`src/hss_pkg.sv`:
```
// constants shared by the hardware single stepper and breakpoint logic
package hss_pkg;

    // ------------------------------------------------------------------
    // clock and debounce timing
    // ------------------------------------------------------------------
    localparam int unsigned CLK_KHZ = 40000;
    localparam int unsigned DEBOUNCE_MS = 10;
    localparam int unsigned DEBOUNCE_CYCLES = DEBOUNCE_MS * CLK_KHZ;
    localparam int unsigned DEB_CNT_W = 20;

    // ------------------------------------------------------------------
    // register indices, byte address is four times the index
    // ------------------------------------------------------------------
    localparam int unsigned PADDR_W = 8;
    localparam logic [7:0] IDX_TGT_LO = 8'h00;
    localparam logic [7:0] IDX_TGT_HI = 8'h01;
    localparam logic [7:0] IDX_ARM = 8'h02;
    localparam logic [7:0] IDX_STATUS = 8'h03;

    // ------------------------------------------------------------------
    // status register fields
    // ------------------------------------------------------------------
    localparam int unsigned STAT_EN_BIT = 0;
    localparam int unsigned STAT_FETCH_ONLY_BIT = 1;
    localparam int unsigned STAT_ARMED_BIT = 2;
    localparam int unsigned STAT_HOLD_BIT = 3;

    // byte address of a register index
    function automatic logic [PADDR_W-1:0] reg_addr(input logic [7:0] idx);
        reg_addr = PADDR_W'({idx[5:0], 2'b00});
    endfunction : reg_addr

endpackage : hss_pkg

```
`src/hw_single_step_breakpoint.sv`:
```
// hardware single stepper with address-match breakpoint and apb registers
//
// The APB interface to the registers was chosen for this implementation.
`timescale 1ns/1ps
module hw_single_step_breakpoint
    import hss_pkg::*;
#(
    parameter logic [DEB_CNT_W-1:0] DEB_CYCLES = DEB_CNT_W'(DEBOUNCE_CYCLES)
)
(
    // clock and power-on reset
    input wire logic core_clk_i,
    input wire logic rst_n_i,

    // apb slave
    input wire logic psel_i,
    input wire logic penable_i,
    input wire logic pwrite_i,
    input wire logic [PADDR_W-1:0] paddr_i,
    input wire logic [31:0] pwdata_i,
    input wire logic [3:0] pstrb_i,
    output logic [31:0] prdata_o,
    output logic pready_o,
    output logic pslverr_o,

    // processor bus, asynchronous pins
    input wire logic bus_ale_i,
    input wire logic [15:0] bus_addr_i,
    input wire logic bus_opcode_fetch_i,
    input wire logic bus_mem_read_i,
    input wire logic bus_mem_write_i,
    input wire logic cpu_reset_i,

    // front panel pushbuttons, high while pressed
    input wire logic step_enable_button_i,
    input wire logic step_fetch_only_button_i,
    input wire logic step_all_button_i,
    input wire logic step_advance_button_i,

    // wait request to the processor and indicators
    output logic cpu_hold_o,
    output logic step_enable_led_o,
    output logic fetch_only_led_o,
    output logic break_armed_led_o
);

    // ------------------------------------------------------------------
    // state
    // ------------------------------------------------------------------
    typedef struct packed {
        // bus pin synchronisers, bit 1 is the only one logic reads
        logic [1:0] ale_s;
        logic [1:0] opf_s;
        logic [1:0] mrd_s;
        logic [1:0] mwr_s;
        logic [1:0] crst_s;
        logic [15:0] addr_s1;
        logic [15:0] addr_s2;
        logic ale_d;
        // stepper and breakpoint
        logic en;
        logic fetch_only;
        logic armed;
        logic [7:0] tgt_lo;
        logic [7:0] tgt_hi;
        logic hold;
        // apb answer
        logic pready;
        logic pslverr;
        logic [31:0] prdata;
    } step_state_t;

    step_state_t s_r;
    step_state_t s_nxt;

    logic en_press;
    logic fo_press;
    logic all_press;
    logic adv_press;

    // ------------------------------------------------------------------
    // decoding helpers
    // ------------------------------------------------------------------
    // bus cycle kinds that stop the processor in the given step mode
    function automatic logic selects_cycle(
        input logic only_fetch,
        input logic opf,
        input logic mrd,
        input logic mwr
    );
        if (only_fetch)
        begin
            selects_cycle = opf;
        end
        else
        begin
            // operand fetches appear on the bus as memory reads
            selects_cycle = opf | mrd | mwr;
        end
    endfunction : selects_cycle

    // full sixteen-bit compare; a partial one would also stop on aliases
    function automatic logic hits_target(
        input logic [15:0] addr,
        input logic [15:0] tgt
    );
        hits_target = (addr == tgt);
    endfunction : hits_target

    // unaligned addresses never equal a register address, so they miss
    function automatic logic reg_hit(
        input logic [PADDR_W-1:0] addr,
        input logic [7:0] idx
    );
        reg_hit = (addr == reg_addr(idx));
    endfunction : reg_hit

    // status word seen by software; bits above the hold flag read as zero
    function automatic logic [31:0] pack_status(
        input logic en,
        input logic only_fetch,
        input logic armed,
        input logic hold
    );
        pack_status = '0;
        pack_status[STAT_EN_BIT] = en;
        pack_status[STAT_FETCH_ONLY_BIT] = only_fetch;
        pack_status[STAT_ARMED_BIT] = armed;
        pack_status[STAT_HOLD_BIT] = hold;
    endfunction : pack_status

    // ------------------------------------------------------------------
    // pushbutton filters
    // ------------------------------------------------------------------
    press_debounce #(
        .DEB_CYCLES(DEB_CYCLES)
    ) u_deb_enable (
        .core_clk_i(core_clk_i),
        .rst_n_i(rst_n_i),
        .pad_i(step_enable_button_i),
        .press_o(en_press)
    );

    press_debounce #(
        .DEB_CYCLES(DEB_CYCLES)
    ) u_deb_fetch_only (
        .core_clk_i(core_clk_i),
        .rst_n_i(rst_n_i),
        .pad_i(step_fetch_only_button_i),
        .press_o(fo_press)
    );

    press_debounce #(
        .DEB_CYCLES(DEB_CYCLES)
    ) u_deb_all (
        .core_clk_i(core_clk_i),
        .rst_n_i(rst_n_i),
        .pad_i(step_all_button_i),
        .press_o(all_press)
    );

    press_debounce #(
        .DEB_CYCLES(DEB_CYCLES)
    ) u_deb_advance (
        .core_clk_i(core_clk_i),
        .rst_n_i(rst_n_i),
        .pad_i(step_advance_button_i),
        .press_o(adv_press)
    );

    // ------------------------------------------------------------------
    // next state
    // ------------------------------------------------------------------
    logic cyc_start;
    logic cyc_selected;
    logic addr_match;
    logic apb_setup;
    logic apb_wr;
    logic cpu_in_reset;
    logic [15:0] target;
    logic [31:0] status_word;

    always_comb
    begin
        s_nxt = s_r;

        // --------------------------------------------------------------
        // pin synchronisers
        // --------------------------------------------------------------
        // two flops on every pin before use
        s_nxt.ale_s = {s_r.ale_s[0], bus_ale_i};
        s_nxt.opf_s = {s_r.opf_s[0], bus_opcode_fetch_i};
        s_nxt.mrd_s = {s_r.mrd_s[0], bus_mem_read_i};
        s_nxt.mwr_s = {s_r.mwr_s[0], bus_mem_write_i};
        s_nxt.crst_s = {s_r.crst_s[0], cpu_reset_i};
        // the address is steady around the strobe, so a per-bit
        // synchroniser is safe as long as the strobe is read the same way
        s_nxt.addr_s1 = bus_addr_i;
        s_nxt.addr_s2 = s_r.addr_s1;
        s_nxt.ale_d = s_r.ale_s[1];

        cpu_in_reset = s_r.crst_s[1];
        cyc_start = s_r.ale_s[1] & ~s_r.ale_d;
        target = {s_r.tgt_hi, s_r.tgt_lo};

        // --------------------------------------------------------------
        // cycle selection and breakpoint compare
        // --------------------------------------------------------------
        // all-cycles mode covers opcode and operand fetches and memory writes
        cyc_selected = selects_cycle(s_r.fetch_only, s_r.opf_s[1], s_r.mrd_s[1],
            s_r.mwr_s[1]);

        // any access type, target address only, whoever issues it
        addr_match = s_r.armed & cyc_start & hits_target(s_r.addr_s2, target);

        // --------------------------------------------------------------
        // stepper enable and mode
        // --------------------------------------------------------------
        // processor reset does not touch them
        if (en_press)
        begin
            s_nxt.en = ~s_r.en;
        end
        if (addr_match)
        begin
            s_nxt.en = 1'b1;
            s_nxt.armed = 1'b0;
        end
        if (fo_press)
        begin
            s_nxt.fetch_only = 1'b1;
        end
        else if (all_press)
        begin
            s_nxt.fetch_only = 1'b0;
        end

        // --------------------------------------------------------------
        // wait insertion
        // --------------------------------------------------------------
        // a new selected cycle outranks an advance pulse in the same clock
        if (cyc_start & ((s_r.en & cyc_selected) | addr_match))
        begin
            s_nxt.hold = 1'b1;
        end
        else if (s_r.hold & s_r.en & adv_press)
        begin
            s_nxt.hold = 1'b0;
        end
        if (!s_nxt.en)
        begin
            s_nxt.hold = 1'b0;
        end
        if (cpu_in_reset)
        begin
            // the stretched cycle is abandoned, the settings stay
            s_nxt.hold = 1'b0;
        end

        // --------------------------------------------------------------
        // register slave
        // --------------------------------------------------------------
        // apb: answer is prepared in the setup cycle, given in the access;
        // the write-only latches read back as zero, software keeps a copy
        status_word = pack_status(s_r.en, s_r.fetch_only, s_r.armed, s_r.hold);

        apb_setup = psel_i & ~penable_i;
        apb_wr = psel_i & penable_i & s_r.pready & pwrite_i & ~s_r.pslverr & pstrb_i[0];

        if (apb_setup)
        begin
            s_nxt.pready = 1'b1;
            s_nxt.prdata = '0;
            s_nxt.pslverr = 1'b0;
            unique case (paddr_i)
                reg_addr(IDX_TGT_LO),
                reg_addr(IDX_TGT_HI),
                reg_addr(IDX_ARM):
                begin
                    s_nxt.prdata = '0;
                end
                reg_addr(IDX_STATUS):
                begin
                    s_nxt.prdata = status_word;
                end
                default:
                begin
                    s_nxt.pslverr = 1'b1;
                end
            endcase
        end
        else if (psel_i & penable_i & s_r.pready)
        begin
            s_nxt.pready = 1'b0;
            s_nxt.pslverr = 1'b0;
            s_nxt.prdata = '0;
        end

        // --------------------------------------------------------------
        // target latches and arming
        // --------------------------------------------------------------
        // the latches are write-only; a write to the arm location arms
        if (apb_wr)
        begin
            if (reg_hit(paddr_i, IDX_TGT_LO))
            begin
                s_nxt.tgt_lo = pwdata_i[7:0];
            end
            if (reg_hit(paddr_i, IDX_TGT_HI))
            begin
                s_nxt.tgt_hi = pwdata_i[7:0];
            end
            if (reg_hit(paddr_i, IDX_ARM))
            begin
                // a fresh arm outranks a match in the same cycle
                s_nxt.armed = 1'b1;
            end
        end
    end

    // ------------------------------------------------------------------
    // registers, cleared by power-on reset only
    // ------------------------------------------------------------------
    always_ff @(posedge core_clk_i)
    begin
        if (!rst_n_i)
        begin
            s_r <= '0;
        end
        else
        begin
            s_r <= s_nxt;
        end
    end

    // ------------------------------------------------------------------
    // outputs
    // ------------------------------------------------------------------
    assign cpu_hold_o = s_r.hold;
    assign step_enable_led_o = s_r.en;
    assign fetch_only_led_o = s_r.fetch_only;
    assign break_armed_led_o = s_r.armed;
    assign prdata_o = s_r.prdata;
    assign pready_o = s_r.pready;
    assign pslverr_o = s_r.pslverr;

endmodule : hw_single_step_breakpoint

```
`src/press_debounce.sv`:
```
// debounced pushbutton that yields one pulse per press
`timescale 1ns/1ps
module press_debounce
    import hss_pkg::*;
#(
    parameter logic [DEB_CNT_W-1:0] DEB_CYCLES = DEB_CNT_W'(DEBOUNCE_CYCLES)
)
(
    // clock and reset
    input wire logic core_clk_i,
    input wire logic rst_n_i,
    // pushbutton pad, high while pressed
    input wire logic pad_i,
    // one-cycle pulse per accepted press
    output logic press_o
);

    typedef struct packed {
        logic [1:0] sync;
        logic stable;
        logic [DEB_CNT_W-1:0] cnt;
        logic press;
    } deb_state_t;

    deb_state_t s_r;
    deb_state_t s_nxt;

    // ------------------------------------------------------------------
    // filter
    // ------------------------------------------------------------------
    // the level must hold for the whole window before it is believed;
    // contact bounce restarts the count
    always_comb
    begin
        s_nxt = s_r;
        s_nxt.sync = {s_r.sync[0], pad_i};
        s_nxt.press = 1'b0;
        if (s_r.sync[1] == s_r.stable)
        begin
            s_nxt.cnt = '0;
        end
        else if (s_r.cnt >= DEB_CYCLES - DEB_CNT_W'(1))
        begin
            s_nxt.cnt = '0;
            s_nxt.stable = s_r.sync[1];
            s_nxt.press = s_r.sync[1];
        end
        else
        begin
            s_nxt.cnt = s_r.cnt + DEB_CNT_W'(1);
        end
    end

    always_ff @(posedge core_clk_i)
    begin
        if (!rst_n_i)
        begin
            s_r <= '0;
        end
        else
        begin
            s_r <= s_nxt;
        end
    end

    assign press_o = s_r.press;

endmodule : press_debounce

```
`config.mk`:
```
export PLATFORM = sky130hd
export DESIGN_NAME = hw_single_step_breakpoint
export DESIGN_NICKNAME = d
export VERILOG_FILES = /design/src/hss_pkg.sv /design/src/hw_single_step_breakpoint.sv /design/src/press_debounce.sv
export SDC_FILE = /design/constraint.sdc
export NUM_CORES = 1
export LEC_CHECK = 0
export ABC_AREA = 0
export BUFFER_PORTS_ARGS = -buffer_cell sky130_fd_sc_hd__buf_4
export CAP_MARGIN = 20
export CORE_ASPECT_RATIO = 0.9
export CORE_UTILIZATION = 60
export CTS_BUF_LIST = sky130_fd_sc_hd__clkbuf_16
export DETAILED_ROUTE_END_ITERATION = 8
export PLACE_DENSITY = 0.84
export SKIP_LAST_GASP = 1
export SLEW_MARGIN = 10
export SYNTH_ARGS = -nofsm -noshare
export SYNTH_HDL_FRONTEND = slang
export SYNTH_HIERARCHICAL = 1
export SYNTH_SLANG_ARGS = --single-unit
```
`constraint.sdc`:
```
create_clock -name core_clk_i -period 3.74 [get_ports core_clk_i]
set_input_delay 0.748 -clock core_clk_i [delete_from_list [all_inputs] [get_ports core_clk_i]]
set_output_delay 0.748 -clock core_clk_i [all_outputs]
set_load 0.01 [all_outputs]
```
==> results of run 1 <==
[power by group through the flow]
stage / clock network [µW] / logic [µW] / registers [µW]
2_1_floorplan: 0 / 91.9 / 1840
3_3_place_gp: 0 / 125 / 1840
3_5_place_dp: 0 / 128 / 1840
4_1_cts: 1650 / 130 / 1800
5_1_grt: 1730 / 144 / 1810
6_report: 1620 / 129 / 1800
[cell usage after synthesis (5+ instances only)]
master and count:
xor2_1 59, and2_1 63, nand4_1 27, nor2_1 64, buf_6 5, xnor2_1 13, nand3_1 49, inv_1 7
o211a_1 5, and3_1 16, or3_1 8, o21ai_0 33, nand2_1 51, and4_1 13, nor3_1 10, a21oi_1 13
conb_1 5, clkbuf_1 24, buf_4 32, nor2b_1 10, dfxtp_1 165
[metal layers]
metal | global-route usage | vias up | share of wire
met1 | 0.2645 | 2381 | 0.43
met5 | 0 | - | 0
met2 | 0.3945 | 131 | 0.50
met3 | 0.05056 | 20 | 0.050
li1 | - | 2490 | -
met4 | 0.1109 | 0 | 0.014
[worst min-delay path by stage]
| stage | start | endpoint | slack, ps | cells after the start |
|---|---|---|---|---|
| finish | s_nxt[57]$_SDFF_PN0_ | s_r[57]$_SDFF_PN0_ | 430 | 1 |
| global route | u_deb_fetch_only/s_nxt[23]$_SDFF_PN0_ | u_deb_fetch_only/s_r[23]$_SDFF_PN0_ | 450 | 1 |
| CTS | s_nxt[57]$_SDFF_PN0_ | s_r[57]$_SDFF_PN0_ | 430 | 1 |
| detailed placement | s_nxt[90]$_SDFF_PN0_ | s_r[90]$_SDFF_PN0_ | 420 | 1 |
| global placement | u_deb_fetch_only/s_nxt[23]$_SDFF_PN0_ | u_deb_fetch_only/s_r[23]$_SDFF_PN0_ | 410 | 1 |
| floorplan | u_deb_advance/s_r[1]$_SDFF_PP0_ | u_deb_advance/s_r[1]$_SDFF_PP0_ | 410 | 1 |
[area by class of cell]
| cell class | count | area (µm²) |
|---|---|---|
| Fill cell | 823 | 3271 |
| Clock inverter | 15 | 131.4 |
| Sequential cell | 165 | 3303 |
| Inverter | 7 | 26.28 |
| Timing Repair Buffer | 57 | 427.9 |
| Clock buffer | 17 | 425.4 |
| Tap cell | 152 | 190.2 |
| Multi-Input combinational cell | 516 | 3126 |
[registers in the layout (all words and copies together) (netlist names), 4 cells and up]
register,count
prdata_o,4
u_deb_advance/s_r,22
u_deb_all/s_r,22
s_r,36
s_nxt,22
u_deb_enable/s_r,22
u_deb_fetch_only/s_r,22
[worst max-delay path, cell delays in order (launching register included)]
cell      delay [ps]
dfxtp_1          320
or4_1            520
o211a_1          270
a2111o_2         620
o21ba_2          290
[cell families after synthesis]
| kind of cell | Yosys count | share of synthesized area |
|---|---|---|
| simple gates | 330 | 0.2673 |
| flops | 165 | 0.4893 |
| compound gates | 74 | 0.07118 |
| xor+xnor | 72 | 0.09342 |
| buf+inv | 70 | 0.06265 |
| other cells | 5 | 0.002781 |
| fa+ha+maj | 4 | 0.007415 |
| mux | 4 | 0.005932 |
[stage by stage]
step	instances	total power, µW	util	hold slack (ps)
finish	929	3551	0.7000	433.4
global route	929	3681	0.7000	451.9
CTS	929	3581	0.7000	434.4
detailed placement	897	1971	0.6489	416.9
global placement	897	1966	0.6489	414.9
floorplan	751	1931	-	410.6
==> flow_metrics.env, run 1 <==
export IMPL_pre_cts_ws_ps=1418
export IMPL_peakVddDrop_mv=0.3273
export IMPL_gp_congestion=0.7817
export IMPL_layout_common_cells="165 x dfxtp_1, 64 x nor2_1, 63 x and2_1"
export IMPL_boundaryPins=112
export IMPL_timing_rr_start="u_deb_advance/s_r[16]$_SDFF_PP0_"
export IMPL_timing_final_ws_setup_ps=1662
export IMPL_reg2reg_slack_ps=1660
export IMPL_swShare=0.2202
export IMPL_yosys_warnings=6
export IMPL_grt_pass1_wl_um=20640
export IMPL_finalSetupViolations=0
export IMPL_worst_ep_arrival_time_ps=2440
export IMPL_syn_to_final_growth_pct=13.03
export IMPL_syn_area_per_cell_um2=9.324
export IMPL_rows=36
export IMPL_layout_min_cycle_time_ps=2078
export IMPL_ant_nets=0
export IMPL_post_cts_buffers=0
export IMPL_skew_ps=9.034
export IMPL_synth_edf_count=0
export IMPL_drt_wl_total_um=12580
export IMPL_clock_latency_ps=420
export IMPL_hold_buffers=0
export IMPL_path_max_fanout=17
export IMPL_tns_ps=0
export IMPL_die_h_um=102.6
export IMPL_track_usage=0.2253
export IMPL_rr_worst_depth=4
export IMPL_hold_path_class="reg -> reg"
export IMPL_synthesis_area_mm2=0.006750
export IMPL_fin_crit_sh=0.5557
export IMPL_core_region_area_mm2=0.01090
export IMPL_numCtsBuffers=17
export IMPL_synth_cell_type_count=43
export IMPL_synth_top_area_frac=0.4893
export IMPL_drtIter0Drc=347
export IMPL_via_per_inst=5.406
export IMPL_p_per_area_mw_per_mm2=465.4
export IMPL_final_area_mm2=0.007630
export IMPL_grt_overflow=0
export IMPL_crit_start="u_deb_advance/s_r[16]$_SDFF_PP0_"
export IMPL_power_frac_clock=0.456
export IMPL_post_route_cells_drive_above_1_share=0.1390
export IMPL_rsz0062_at_grt="no"
export IMPL_diodes=0
export IMPL_htree_levels=4
export IMPL_crit_path_end="u_deb_advance/s_r[19]$_SDFF_PP0_"
export IMPL_fin_nets=842
export IMPL_dpl_hpwl_um=8397
export IMPL_firstDrtPassIters=5
export IMPL_p_int_uw=2769
export IMPL_synth_seq_cells=165
export IMPL_synth_area_leaders="dfxtp_1 49%, xor2_1 7.7%, and2_1 5.8%, nand3_1 3.6%, buf_4 3.6%"
export IMPL_synth_ff_type="dfxtp_1"
export IMPL_combPwrFrac=0.036
export IMPL_path_class="reg -> reg"
export IMPL_critPathLaunchType="register"
export IMPL_route_detailed_drc=0
export IMPL_grt_max_degree=81
export IMPL_grt_pass1_vias=4625
export IMPL_required_ps=4100
export IMPL_clk_pin_slew_worst_paths_ps=60
export IMPL_clock_fmax_ghz=0.4812
export IMPL_cts_tree="done"
export IMPL_die_w_um=113.8
export IMPL_postPlaceCellArea_mm2=0.007073
export IMPL_dr_total_vias=5022
export IMPL_syn_inst=724
export IMPL_antenna_found_initial=0
export IMPL_synth_largest_area_cell="dfxtp_1"
export IMPL_cts_sinks=165
export IMPL_wire_per_inst_um=13.54
export IMPL_hold_viol=0
export IMPL_cts_root_buf="clkbuf_16"
export IMPL_end_kind="register"
export IMPL_cap_violations=0
export IMPL_reg2reg_to="u_deb_advance/s_r[19]$_SDFF_PP0_"
export IMPL_start_util=0.6193
export IMPL_portBuffers=56
export IMPL_dieArea_mm2=0.01168
export IMPL_final_common_cell="dfxtp_1"
export IMPL_pwr_share_seq=0.508
export IMPL_worst_slew_pin_slew_ps=612.7
export IMPL_synthArstFlopShare=0
export IMPL_drv_slew=0
export IMPL_leakage_uw=0.003057
export IMPL_cts_resized=0
export IMPL_p_sw_uw=782.1
export IMPL_ys_seq_area_frac=0.4893
export IMPL_slew_headroom=0.5911
export IMPL_outcome="finished, final reports clean"
export IMPL_clock_path_buffers=2
(Power assumes the default switching activity.)
==> inputs of run 2 (changes only) <==
CORE_UTILIZATION = 51   (was 60)
PLACE_DENSITY = 0.76   (was 0.84)
clock period = 1.75 ns   (was 3.74 ns; I/O delays follow)
==> run 2 against run 1 <==
Against the previous run:
- the run now ends with negative setup slack left
- non-clock buffer count grew 47
- critical path depth grew 1
- sequential share of layout area shrank 3.7 points
- worst hold slack lost 300 ps
- combinational power grew 140%
- setup slack lost 1800 ps
- clock power grew 100%
- largest power group unchanged
- die area grew 17%
- flip-flop and latch count is the same
==> flow_metrics.env, run 2 (same netlist as run 1, synthesis figures left out) <==
export IMPL_route_detailed_drc=0
export IMPL_rr_worst_depth=5
export IMPL_dieArea_mm2=0.01370
export IMPL_clk_pin_slew_worst_paths_ps=60
export IMPL_grt_pass1_vias=4971
export IMPL_finalSetupViolations=76
export IMPL_required_ps=2090
export IMPL_hold_buffers=0
export IMPL_min_from="penable_i"
export IMPL_reg2reg_slack_ps=-120
export IMPL_busiest_layer="met2"
export IMPL_layout_min_cycle_time_ps=1867
export IMPL_wire_per_inst_um=13.65
export IMPL_hold_viol=0
export IMPL_layout_common_cells="160 x dfxtp_1, 91 x buf_4, 63 x and2_1"
export IMPL_gp_congestion=0.7804
export IMPL_pre_cts_ws_ps=-96.76
export IMPL_drt_wl_total_um=13480
export IMPL_postPlaceCellArea_mm2=0.007441
export IMPL_htree_levels=4
export IMPL_timing_rr_start="u_deb_advance/s_r[16]$_SDFF_PP0_"
export IMPL_clock_latency_ps=420
export IMPL_grt_pass1_wl_um=22410
export IMPL_min_delay_path_depth=2
export IMPL_leakage_uw=0.003329
export IMPL_start_util=0.5280
export IMPL_peakVddDrop_mv=0.9076
export IMPL_firstDrtPassIters=4
export IMPL_rows=39
export IMPL_hold_end="pready_o$_SDFFE_PN0P_"
export IMPL_portBuffers=56
export IMPL_skew_ps=9.691
export IMPL_violations="negative setup slack"
export IMPL_p_per_area_mw_per_mm2=896.5
export IMPL_top_register="s_r"
export IMPL_timing_final_ws_setup_ps=-116.7
export IMPL_clock_path_buffers=2
export IMPL_track_usage=0.2045
export IMPL_via_per_inst=5.197
export IMPL_slowest_delay_ps=530
export IMPL_antenna_found_initial=0
export IMPL_dr_total_vias=5135
export IMPL_path_cells="or4_4 -> o211a_1 -> a2111o_2 -> buf_8 -> nor2_1"
export IMPL_drv_slew=0
export IMPL_post_route_cells_drive_above_1_share=0.2549
export IMPL_worst_ep_arrival_time_ps=2210
export IMPL_rsz0062_at_grt="yes"
export IMPL_cts_root_buf="clkbuf_16"
export IMPL_finalPower_uw=7486
export IMPL_grtUsageMet2=0.3467
export IMPL_largest_reg_flops=36
export IMPL_cap_violations=0
export IMPL_final_common_cell="dfxtp_1"
export IMPL_worst_slew_pin_slew_ps=528.0
export IMPL_path_max_fanout=8
export IMPL_clock_fmax_ghz=0.5357
export IMPL_diodes=0
export IMPL_die_h_um=111.1
export IMPL_dpl_hpwl_um=8970
export IMPL_cts_tree="done"
export IMPL_numCtsBuffers=17
export IMPL_fin_crit_sh=1.067
export IMPL_grt_overflow=0
export IMPL_slowest_stage="or4_4"
export IMPL_outcome="finished with violations"
export IMPL_fillCellCount=966
export IMPL_drtIter0Drc=322
export IMPL_critPathLaunchType="register"
export IMPL_use_met3=0.04938
export IMPL_ant_nets=0
export IMPL_hold_path_class="in -> reg"
export IMPL_grt_max_degree=87
export IMPL_boundaryPins=112
export IMPL_die_w_um=123.3
export IMPL_grt_use_met1=0.2495
export IMPL_slew_headroom=0.6443
export IMPL_end_kind="register"
export IMPL_fin_nets=889
export IMPL_core_region_area_mm2=0.01278
export IMPL_reg2reg_to="u_deb_advance/s_r[6]$_SDFF_PP0_"
export IMPL_cts_sinks=165
export IMPL_path_class="reg -> reg"
export IMPL_final_area_mm2=0.008351
export IMPL_syn_to_final_growth_pct=23.71
## run 2: changes by cell type in the layout (fill, tap and decap cells not counted), moves of 5 or more
cell / before / now
buf_4: 57 / 91
nor2_1: 64 / 30
nor2_4: 0 / 20
nor2_2: 0 / 14
a21oi_1: 13 / 3
a21oi_2: 0 / 10
buf_6: 0 / 5
dfxtp_1: 165 / 160
dfxtp_2: 0 / 5
## run 2: worst max path at each step
stage,from,slack (ps),end,cells after the start
floorplan,u_deb_advance/s_r[16]$_SDFF_PP0_,30,u_deb_advance/s_r[10]$_SDFF_PP0_,5
global placement,u_deb_enable/s_r[16]$_SDFF_PP0_,-20,u_deb_enable/s_r[17]$_SDFF_PP0_,5
detailed placement,u_deb_enable/s_r[16]$_SDFF_PP0_,-100,u_deb_enable/s_r[17]$_SDFF_PP0_,5
CTS,u_deb_enable/s_r[16]$_SDFF_PP0_,-90,u_deb_enable/s_r[6]$_SDFF_PP0_,5
global route,u_deb_advance/s_r[16]$_SDFF_PP0_,-150,u_deb_advance/s_r[6]$_SDFF_PP0_,5
finish,u_deb_advance/s_r[16]$_SDFF_PP0_,-120,u_deb_advance/s_r[6]$_SDFF_PP0_,5
## run 2: what timing repair did
| item | CTS | global route |
|---|---|---|
| resized for setup | 38 | 58 |
| setup endpoints to repair | 70 | 74 |
| pin swaps | 33 | 7 |
| setup buffers | 1 | 4 |
## run 2: layer usage
layer / vias up / part of all wire
met5: - / 0
met1: 2419 / 0.43
li1: 2582 / -
met4: 0 / 0.018
met3: 19 / 0.040
met2: 115 / 0.51
## run 2: power breakdown
group / internal (µW) / switching [µW]
logic: 155 / 158
clock network: 1820 / 1500
registers: 3830 / 30.9
total: 5800 / 1690
## run 2: cell type report
cell class | count | area [µm²] | share of cell area
repair buffers | 104 | 879.6 | 0.1053
well taps | 164 | 205.2 | 0.02457
flip-flops and latches | 165 | 3309 | 0.3963
inverters | 7 | 26.28 | 0.003147
clock inverters | 15 | 106.4 | 0.01274
multi-input cells | 516 | 3398 | 0.4070
clock buffers | 17 | 425.4 | 0.05094
## run 2: metrics by stage
stage                     TNS [ps]  std cells  hold slack (ps)    util
after floorplan                  0        751            410.6       -
after global placement      -71.96        951            413.1  0.5820
after global routing         -7112        988            119.9  0.6532
final                        -4061        988            129.5  0.6532
after CTS                    -2421        984            111.8  0.6336
after detailed placement     -1757        951            418.6  0.5820
## run 2: worst max-delay path: cells and delay by family, from the launching register on
kind	cells	cell delay, ps
AOI/OAI and AO/OA	2	650
DFF	1	320
buffers and inverters	1	170
and+or+nand+nor	2	650
